### config.mk
export PLATFORM = sky130hd
export DESIGN_NAME = irq_prio_ctrl
export DESIGN_NICKNAME = d
export VERILOG_FILES = /design/src/irq_prio_pkg.sv /design/src/irq_prio_ctrl.sv
export SDC_FILE = /design/constraint.sdc
export NUM_CORES = 1
export LEC_CHECK = 0
export BUFFER_PORTS_ARGS = -buffer_cell sky130_fd_sc_hd__buf_4
export CAP_MARGIN = 10
export CORE_ASPECT_RATIO = 0.5
export CORE_MARGIN = 2
export CORE_UTILIZATION = 54
export CTS_BUF_LIST = sky130_fd_sc_hd__clkbuf_16
export DETAILED_ROUTE_END_ITERATION = 8
export GPL_TIMING_DRIVEN = 0
export PLACE_DENSITY_LB_ADDON = 0.15
export RECOVER_POWER = 50
export SYNTH_ARGS = -nofsm -noshare
export SYNTH_HDL_FRONTEND = slang
export SYNTH_SLANG_ARGS = --single-unit
export TNS_END_PERCENT = 100
### constraint.sdc
create_clock -name mclk_i -period 4.4 [get_ports mclk_i]
set_input_delay 0.22 -clock mclk_i [delete_from_list [all_inputs] [get_ports mclk_i]]
set_output_delay 0.22 -clock mclk_i [all_outputs]
set_load 0.03 [all_outputs]
### src/irq_prio_pkg.sv
package irq_prio_pkg;

  // Number of request sources and index type, in polling order
  localparam int NUM_SRC = 11;
  typedef logic [3:0] src_idx_t;

  // Register offsets
  localparam logic [7:0] POWER_CONTROL_ADDR = 8'h87;
  localparam logic [7:0] PRIO_LOW_ADDR      = 8'ha9;
  localparam logic [7:0] PRIO_HIGH_ADDR     = 8'hb9;
  localparam logic [7:0] ENABLE_EXT_ADDR    = 8'he8;
  localparam logic [7:0] ENABLE_PERI_ADDR   = 8'he9;
  localparam logic [7:0] TRIGGER_CTRL_ADDR  = 8'hea;
  localparam logic [7:0] EXT_FLAG_ADDR      = 8'heb;
  localparam logic [7:0] SERVICE_ADDR       = 8'hec;

  // Values after reset
  localparam logic [7:0] POWER_CONTROL_RST  = 8'h00;
  localparam logic [7:0] PRIO_LOW_RST       = 8'h00;
  localparam logic [7:0] PRIO_HIGH_RST      = 8'h00;
  localparam logic [7:0] ENABLE_EXT_RST     = 8'h00;
  localparam logic [7:0] ENABLE_PERI_RST    = 8'h00;
  localparam logic [7:0] TRIGGER_CTRL_RST   = 8'h00;
  localparam logic [6:0] EXT_PIN_RST        = 7'h7f;

  // Writable bits of each register; the rest read as zero
  localparam logic [7:0] POWER_CONTROL_MASK = 8'h8f;
  localparam logic [7:0] PRIO_LOW_MASK      = 8'h7f;
  localparam logic [7:0] PRIO_HIGH_MASK     = 8'h3f;
  localparam logic [7:0] TRIGGER_CTRL_MASK  = 8'h0f;
  localparam logic [7:0] ENABLE_PERI_MASK   = 8'h0f;

  // Field positions
  localparam int PC_IDLE_BIT     = 0;
  localparam int PC_STOP_BIT     = 1;
  localparam int PC_BAUD_BIT     = 7;
  localparam int PL_WATCHDOG_BIT = 6;
  localparam int GLOBAL_EN_BIT   = 7;

  // Polling positions of the sources, first position is polled first
  localparam src_idx_t P_EXT0  = 4'h0;
  localparam src_idx_t P_SER_B = 4'h1;
  localparam src_idx_t P_TIM_A = 4'h2;
  localparam src_idx_t P_EXT2  = 4'h3;
  localparam src_idx_t P_EXT1  = 4'h4;
  localparam src_idx_t P_EXT3  = 4'h5;
  localparam src_idx_t P_TIM_B = 4'h6;
  localparam src_idx_t P_EXT4  = 4'h7;
  localparam src_idx_t P_SER_A = 4'h8;
  localparam src_idx_t P_EXT5  = 4'h9;
  localparam src_idx_t P_EXT6  = 4'ha;

  // Priority group and vector of each polling position
  localparam logic [2:0] SRC_GROUP [NUM_SRC] = '{3'h0, 3'h0, 3'h1, 3'h1, 3'h2, 3'h2, 3'h3, 3'h3, 3'h4, 3'h4, 3'h5};
  localparam logic [15:0] SRC_VECTOR [NUM_SRC] = '{16'h0003, 16'h0083, 16'h000b, 16'h004b, 16'h0013,
                                                   16'h0053, 16'h001b, 16'h005b, 16'h0023, 16'h0063, 16'h006b};
  localparam logic [15:0] RESET_VECTOR = 16'h0000;

  // Request presented to the CPU core
  typedef struct packed {
    logic       valid;
    logic [1:0] level;
    src_idx_t   source;
  } cpu_req_s;

endpackage

### src/irq_prio_ctrl.sv
`timescale 1ns/100ps
module irq_prio_ctrl
  import irq_prio_pkg::*;
#(
  parameter int VECTOR_WIDTH = 16
) (
  // Clock and reset
  input  wire logic                    mclk_i,
  input  wire logic                    rstn_i,
  // Register port
  input  wire logic [7:0]              addr_i,
  input  wire logic [7:0]              wdata_i,
  input  wire logic                    wr_i,
  input  wire logic                    rd_i,
  output logic      [7:0]              rdata_o,
  // External interrupt pins, asynchronous
  input  wire logic [6:0]              ext_irq_input_i,
  // Peripheral flags, same clock
  input  wire logic                    timer_a_overflow_i,
  input  wire logic                    timer_b_overflow_i,
  input  wire logic                    serial_a_rx_flag_i,
  input  wire logic                    serial_a_tx_flag_i,
  input  wire logic                    serial_b_rx_flag_i,
  input  wire logic                    serial_b_tx_flag_i,
  // CPU core sequencer
  input  wire logic                    cpu_ack_i,
  input  wire logic                    cpu_reti_i,
  output cpu_req_s                     cpu_req_o,
  output logic      [VECTOR_WIDTH-1:0] irq_vector_o,
  output logic      [3:0]              peri_ack_o,
  // Power control
  output logic                         stop_o,
  output logic                         idle_o,
  output logic                         baud_double_o,
  output logic                         watchdog_start_o,
  output logic                         wake_o,
  // Summary interrupt line of the enabled external flags
  output logic                         irq_o
);

  // Vector table entries are 16 bits; narrower than a byte is useless
  if (VECTOR_WIDTH < 8 || VECTOR_WIDTH > 16) begin : g_width_check
    $error("VECTOR_WIDTH must lie between 8 and 16");
  end

  // Reset release through two flops
  logic       rst_meta;
  logic       rst_n;
  always_ff @(posedge mclk_i or negedge rstn_i) begin
    if (!rstn_i) begin
      rst_meta <= 1'b0;
      rst_n    <= 1'b0;
    end else begin
      rst_meta <= 1'b1;
      rst_n    <= rst_meta;
    end
  end

  // Registers and state
  logic [7:0]     power_control;
  logic [7:0]     priority_low_bits;
  logic [7:0]     priority_high_bits;
  logic [7:0]     ext_enable;
  logic [7:0]     peri_enable;
  logic [7:0]     trigger_ctrl;
  logic [6:0]     ext_flag;
  logic [3:0]     in_service;
  logic [6:0]     pin_s1;
  logic [6:0]     pin_s2;
  logic [6:0]     pin_s3;
  logic [6:0]     pin_level;
  logic [6:0]     pin_prev;
  cpu_req_s       cpu_req;

  // Register write decode
  wire wr_power   = wr_i && (addr_i == POWER_CONTROL_ADDR);
  wire wr_low     = wr_i && (addr_i == PRIO_LOW_ADDR);
  wire wr_high    = wr_i && (addr_i == PRIO_HIGH_ADDR);
  wire wr_ext_en  = wr_i && (addr_i == ENABLE_EXT_ADDR);
  wire wr_peri_en = wr_i && (addr_i == ENABLE_PERI_ADDR);
  wire wr_trigger = wr_i && (addr_i == TRIGGER_CTRL_ADDR);
  wire wr_flag    = wr_i && (addr_i == EXT_FLAG_ADDR);

  // Pin filter: a change counts only once stages two and three agree
  // The first stage may go metastable, so only stages two and three feed the filter
  wire [6:0] next_pin_level = (pin_s2 & pin_s3) | (pin_level & (pin_s2 ^ pin_s3));
  always_ff @(posedge mclk_i or negedge rst_n) begin
    if (!rst_n) begin
      pin_s1    <= EXT_PIN_RST;
      pin_s2    <= EXT_PIN_RST;
      pin_s3    <= EXT_PIN_RST;
      pin_level <= EXT_PIN_RST;
      pin_prev  <= EXT_PIN_RST;
    end else begin
      pin_s1    <= ext_irq_input_i;
      pin_s2    <= pin_s1;
      pin_s3    <= pin_s2;
      pin_level <= next_pin_level;
      pin_prev  <= pin_level;
    end
  end

  // Edge detection on the filtered levels
  wire [6:0] pin_fall = pin_prev & ~pin_level;
  wire [6:0] pin_rise = ~pin_prev & pin_level;

  // Flag set events; 2 and 3 have selectable polarity, 4-6 are rising edge
  // Level mode re-arms its flag every cycle the pin stays low, even under a clear
  wire [6:0] ext_set;
  assign ext_set[0]   = trigger_ctrl[0] ? pin_fall[0] : ~pin_level[0];
  assign ext_set[1]   = trigger_ctrl[1] ? pin_fall[1] : ~pin_level[1];
  assign ext_set[2]   = trigger_ctrl[2] ? pin_rise[2] : pin_fall[2];
  assign ext_set[3]   = trigger_ctrl[3] ? pin_rise[3] : pin_fall[3];
  assign ext_set[6:4] = pin_rise[6:4];

  // Source taken by the core this cycle, one-hot by polling position
  wire                   ack_take = cpu_ack_i && cpu_req.valid;
  wire [NUM_SRC-1:0]     ack_hot  = ack_take ? (NUM_SRC'(1) << cpu_req.source) : '0;

  // Flags clear when the core takes them or on a write of one
  wire [6:0] ext_ack = {ack_hot[P_EXT6], ack_hot[P_EXT5], ack_hot[P_EXT4], ack_hot[P_EXT3],
                        ack_hot[P_EXT2], ack_hot[P_EXT1], ack_hot[P_EXT0]};
  wire [6:0] ext_clr = ext_ack | (wr_flag ? wdata_i[6:0] : 7'h00);
  // A new event in the clearing cycle survives
  wire [6:0] next_ext_flag = (ext_flag & ~ext_clr) | ext_set;

  // Pending requests gated by their enables, in polling order
  wire global_en = ext_enable[GLOBAL_EN_BIT];
  wire [NUM_SRC-1:0] pend;
  assign pend[P_EXT0]  = ext_flag[0] & ext_enable[0];
  assign pend[P_EXT1]  = ext_flag[1] & ext_enable[1];
  assign pend[P_EXT2]  = ext_flag[2] & ext_enable[2];
  assign pend[P_EXT3]  = ext_flag[3] & ext_enable[3];
  assign pend[P_EXT4]  = ext_flag[4] & ext_enable[4];
  assign pend[P_EXT5]  = ext_flag[5] & ext_enable[5];
  assign pend[P_EXT6]  = ext_flag[6] & ext_enable[6];
  assign pend[P_TIM_A] = timer_a_overflow_i & peri_enable[0];
  assign pend[P_TIM_B] = timer_b_overflow_i & peri_enable[1];
  assign pend[P_SER_A] = (serial_a_rx_flag_i | serial_a_tx_flag_i) & peri_enable[2];
  assign pend[P_SER_B] = (serial_b_rx_flag_i | serial_b_tx_flag_i) & peri_enable[3];

  // Winner: highest level, earliest polling position on a tie
  // Only a strictly higher level replaces the candidate, so scan order is polling order
  logic       best_found;
  logic [1:0] best_lvl;
  src_idx_t   best_src;
  always_comb begin
    logic [1:0] lvl;
    best_found = 1'b0;
    best_lvl   = 2'b00;
    best_src   = '0;
    lvl        = 2'b00;
    for (int i = 0; i < NUM_SRC; i++) begin
      lvl = {priority_high_bits[SRC_GROUP[i]], priority_low_bits[SRC_GROUP[i]]};
      if (pend[i] && (!best_found || lvl > best_lvl)) begin
        best_found = 1'b1;
        best_lvl   = lvl;
        best_src   = src_idx_t'(i);
      end
    end
  end

  // Highest level now in service
  // A return retires the top active level, which suits a core that nests strictly by level
  wire       serving   = |in_service;
  wire [1:0] serve_lvl = in_service[3] ? 2'd3 : in_service[2] ? 2'd2 : in_service[1] ? 2'd1 : 2'd0;
  wire       preempt   = !serving || (best_lvl > serve_lvl);

  // Request to the core; dropped in the ack cycle so a taken one never repeats
  // Registering costs a cycle of latency but keeps level and vector aligned with valid
  cpu_req_s next_cpu_req;
  assign next_cpu_req.valid  = best_found && global_en && preempt && !cpu_ack_i;
  assign next_cpu_req.level  = best_lvl;
  assign next_cpu_req.source = best_src;
  wire [15:0] next_vector = next_cpu_req.valid ? SRC_VECTOR[best_src] : RESET_VECTOR;

  // Return clears the top level first, then a take marks its own level
  wire [3:0] reti_clr       = (cpu_reti_i && serving) ? (4'h1 << serve_lvl) : 4'h0;
  wire [3:0] take_set       = ack_take ? (4'h1 << cpu_req.level) : 4'h0;
  wire [3:0] next_in_service = (in_service & ~reti_clr) | take_set;

  // Taken timer and serial sources, so the peripherals can drop their flags
  wire [3:0] next_peri_ack = {ack_hot[P_SER_B], ack_hot[P_SER_A], ack_hot[P_TIM_B], ack_hot[P_TIM_A]};

  // Wake from stop needs only the enabled input 0 event; it wins over a write
  // Limitation: this path runs on the block clock, so stop must not gate that clock
  wire wake_event = ext_set[0] && ext_enable[0] && power_control[PC_STOP_BIT];
  wire idle_exit  = next_cpu_req.valid && power_control[PC_IDLE_BIT];
  wire [7:0] power_written = wr_power ? (wdata_i & POWER_CONTROL_MASK) : power_control;
  wire [7:0] next_power_control = power_written & ~{6'h00, wake_event, idle_exit};

  // Control registers
  always_ff @(posedge mclk_i or negedge rst_n) begin
    if (!rst_n) begin
      power_control      <= POWER_CONTROL_RST;
      priority_low_bits  <= PRIO_LOW_RST;
      priority_high_bits <= PRIO_HIGH_RST;
      ext_enable         <= ENABLE_EXT_RST;
      peri_enable        <= ENABLE_PERI_RST;
      trigger_ctrl       <= TRIGGER_CTRL_RST;
    end else begin
      power_control <= next_power_control;
      if (wr_low) begin
        priority_low_bits <= wdata_i & PRIO_LOW_MASK;
      end
      if (wr_high) begin
        priority_high_bits <= wdata_i & PRIO_HIGH_MASK;
      end
      if (wr_ext_en) begin
        ext_enable <= wdata_i;
      end
      if (wr_peri_en) begin
        peri_enable <= wdata_i & ENABLE_PERI_MASK;
      end
      if (wr_trigger) begin
        trigger_ctrl <= wdata_i & TRIGGER_CTRL_MASK;
      end
    end
  end

  // Flags, service state and core-facing outputs
  always_ff @(posedge mclk_i or negedge rst_n) begin
    if (!rst_n) begin
      ext_flag     <= '0;
      in_service   <= '0;
      cpu_req      <= '0;
      irq_vector_o <= '0;
      peri_ack_o   <= '0;
      wake_o       <= 1'b0;
      irq_o        <= 1'b0;
    end else begin
      ext_flag     <= next_ext_flag;
      in_service   <= next_in_service;
      cpu_req      <= next_cpu_req;
      irq_vector_o <= next_vector[VECTOR_WIDTH-1:0];
      peri_ack_o   <= next_peri_ack;
      wake_o       <= wake_event;
      irq_o        <= |(next_ext_flag & ext_enable[6:0]);
    end
  end

  // Read data selection; reserved bits and unmapped offsets read zero
  logic [7:0] read_sel;
  always_comb begin
    unique case (addr_i)
      POWER_CONTROL_ADDR: read_sel = power_control;
      PRIO_LOW_ADDR:      read_sel = priority_low_bits;
      PRIO_HIGH_ADDR:     read_sel = priority_high_bits;
      ENABLE_EXT_ADDR:    read_sel = ext_enable;
      ENABLE_PERI_ADDR:   read_sel = peri_enable;
      TRIGGER_CTRL_ADDR:  read_sel = trigger_ctrl;
      EXT_FLAG_ADDR:      read_sel = {1'b0, ext_flag};
      SERVICE_ADDR:       read_sel = {4'h0, in_service};
      default:            read_sel = 8'h00;
    endcase
  end

  // Read data stand for the one cycle after the strobe only
  always_ff @(posedge mclk_i or negedge rst_n) begin
    if (!rst_n) begin
      rdata_o <= 8'h00;
    end else begin
      rdata_o <= rd_i ? read_sel : 8'h00;
    end
  end

  // Power and watchdog bits leave straight from their flops
  assign cpu_req_o        = cpu_req;
  assign stop_o           = power_control[PC_STOP_BIT];
  assign idle_o           = power_control[PC_IDLE_BIT];
  assign baud_double_o    = power_control[PC_BAUD_BIT];
  assign watchdog_start_o = priority_low_bits[PL_WATCHDOG_BIT];

endmodule // irq_prio_ctrl

==> metrics.md <==
| Metric | Value |
|---|---|
| CTS clk-pin slew, worst paths | 0.08 ns |
| Die X | 144 um |
| Sequential-to-total area share from yosys stat | 0.519 |
| CTS tree | done |
| LEAKAGE | 3.31 nW |
| Worst path depth | 60 |
| Max cap viols | 1 |
| Grt ovf | 0 |
| WL/cell | 20.9 um |
| Std cell rows | 25 |
| Primary FF master, synth | dfrtp_1 |
| CP required | 4.69 ns |
| First drt pass iteration count | 8 |
| Status | finished with violations |
| Fill cells | 605 |
| Warnings from Yosys | 0 |
| Post-DP HPWL | 9570 um |
| Total Wirelength | 15900 um |
| EDFF count, synth | 0 |
| Placed cell count | 673 |
| FF/Latch Area | 2750 sq um |
| Final GP Congestion | 0.941 |
| GRT Resource Usage Total | 0.309 |
| Arrival time worst endpoint | 11.82 ns |
| Min-Delay Startpoint | cpu_reti_i |
| Starting Density | 0.558 |
| Post-place setup slack | -7.97 ns |
| Num CTS Buffers | 9 |
| Setup crit end kind | register |
| Commonest non-fill, non-tap cell in the layout | buf_4 |
| Max Transition Viols Final | 56 |
| Max frequency | 86.7 MHz |
| Pwr Total | 0.00237 W |
| First-pass GRT wire length | 24100 um |
| Ports | 76 |
| Hold path depth | 2 |
| Kind of critical path | register to register |
| Slew HR | -0.446 |
| Synth top area cells | dfrtp_1 35%, dfstp_2 17%, mux2_2 8.3% |
| Buffers & Inverters on Critical Path | 2 |
| Mean post-synth cell area | 11.4 sq um |
| CTS max path bufs | 2 |
| Asr flop ratio synth | 1.00 |
| Syn-to-layout area delta | 37.5% |
| Final Hold Vio Count | 0 |
| Cell area after synthesis | 5290 sq um |
| Period utilization | 2.62 |
| Die area | 10700 sq um |
| Ant diodes | 0 |
| Unrepaired setup endpoints after global routing | yes |
| Multi-input logic area | 2780 sq um |
| Drt drc | 0 |
| Worst slew pin tran | 2.17 ns |
| Layout Cells excl Fill | 762 |
| FF+latch count, synth | 108 |
| Pwr/cell area | 325 nW/um^2 |
| # clock sinks | 108 |
| DRT iter0 DRCs | 613 |
| Commonest cells after routing, fill and taps aside | 99 x buf_4, 72 x dfrtp_1, 49 x nand2_1, 33 x mux2_2, 25 x clkbuf_1 |
| Die Y | 74.0 um |
| Post-synthesis cell type count | 70 |
| Min cycle time layout | 11.53 ns |
| Final setup fails | 13 |
| Core Region | 9480 sq um |
| Critical path peak fanout | 5 |
| Critical Path Start | ext_flag[0]$_DFF_PN0_ |
| Reg2reg path depth | 60 |
| Largest net degree at the start of global routing | 57 |
| Share of post-route cells with drive strength above 1 | 0.439 |
| Vias in the first global route | 4554 |
| Post-Synth Adder-Cell Area | 0.0497 |
| Worst setup slack after layout | -7.13 ns |
| Largest family of logic cells by synthesized area | simple AND/OR/NAND/NOR gates |
| Antenna violations before repair | 0 |
| Worst reg2reg startpoint | ext_flag[0]$_DFF_PN0_ |
| Vias per cell | 6.08 |
| Remaining antenna violation count | 0 |
| Most frequent CP cell | ha_4 |
| Largest area contributor in the netlist | dfrtp_1 |
| Layout Skew | 0.00778 ns |
| Post-Synth XOR/XNOR Area | 0 |
| Startpoint types | register |
| Simple-gate area share of the yosys netlist | 0.145 |
| Mux contribution to synthesized area | 0.106 |
| NumNets Final | 678 |
| Core Util, Final | 0.768 |
| Synth top area share | 0.345 |
| VDD IR max | 0.257 mV |
| Via Count | 4636 |
| CP top delay family | simple AND/OR/NAND/NOR gates |
| Hold Crit Class | input pin to register |
| Mapped Cells | 464 |
| Failing checks | capacitance limit, slew limit, setup timing |
| Synth Area in Compound Gates | 0.143 |
| Setup tns final | -86.59 ns |
| Root Buffer | clkbuf_16 |
| Critical path's slowest cell | or4_4 |
| Max incr delay on CP | 0.58 ns |
| Port bufs | 65 |
| Skew-Pair Late Insertion Delay | 0.36 ns |
| # H-tree levels | 3 |
[repair_timing]
| item | in CTS | in global routing |
|---|---|---|
| hold endpoints to repair | 9 | 0 |
| hold buffers | 8 | 0 |
| resized for setup | 20 | 44 |
| endpoints found under the setup margin | 13 | 13 |
| pin swaps | 36 | 32 |
| buffers inserted | 69 | 19 |
[synthesized netlist by cell type (all sizes together), types with 6 or more instances]
library cell / count
a21o: 9
a21oi: 18
a31oi: 6
buf: 15
dfrtp: 73
dfstp: 35
ha: 21
inv: 19
mux2: 39
nand2: 56
nand2b: 6
nand3: 11
nand4: 8
nor2: 18
nor2b: 8
nor3: 7
nor4: 6
o211ai: 8
o21ai: 20
[cell families after synthesis]
kind of cell,Yosys count
compound gates,103
mux,46
fa+ha+maj,21
other cells,2
buf+inv,39
flops,108
simple gates,145
[area by class of cell]
cell class                      count  area share
Clock buffer                        9      0.0310
Clock inverter                      7      0.0126
Buffer                             19      0.0158
Inverter                           19     0.00980
Sequential cell                   108       0.378
Tap cell                          135      0.0232
Timing Repair Buffer              140       0.148
Multi-Input combinational cell    325       0.382
[state kept, by name, indices dropped and copies added (netlist names)]
register	flops
pin_level	7
rst_n	1
priority_low_bits	7
ext_flag	7
peri_ack_o	4
power_control	5
priority_high_bits	6
pin_prev	7
rdata_o	8
pin_s2	7
irq_vector_o	6
in_service	4
peri_enable	4
irq_o	1
wake_o	1
cpu_req_o	6
pin_s1	7
pin_s3	7
ext_enable	8
trigger_ctrl	4
rst_meta	1
[report_power, final]
group	switching, W	internal (W)	leakage [nW]
combinational	0.000215	0.000195	1.83
sequential	0.0000610	0.00106	1.33
clock	0.000426	0.000412	0.152
total	0.000702	0.00166	3.31
[metrics by stage]
step | area (sq um) | hold WS, ns
after floorplan | 5510 | -0.0756
after global placement | 6170 | 0.00271
after detailed placement | 6200 | 0.00292
after CTS | 7180 | 0.0562
after global routing | 7280 | 0.0760
final | 7280 | 0.0668
[per-layer routing]
| metal | track usage | wire, um | up-vias |
|---|---|---|---|
| met5 | 0 | 0 | - |
| met4 | 0.168 | 678 | 0 |
| met3 | 0.0798 | 1570 | 70 |
| met2 | 0.477 | 7150 | 274 |
| met1 | 0.410 | 6510 | 2269 |
| li1 | - | - | 2023 |
[final timing paths]
path                                        endpoint  slack, ns
setup / recovery           irq_vector_o[3]$_DFF_PN0_      -7.13
min in group asynchronous            rst_n$_DFF_PN0_       0.17
setup reg to reg           irq_vector_o[3]$_DFF_PN0_      -7.13
max in group asynchronous  ext_enable[0]$_DFFE_PN0P_       2.09
hold / removal               in_service[3]$_DFF_PN0_       0.07
hold reg to reg                  pin_s2[4]$_DFF_PN1_       0.36
No activity file was read; power rests on OpenSTA's default activity.
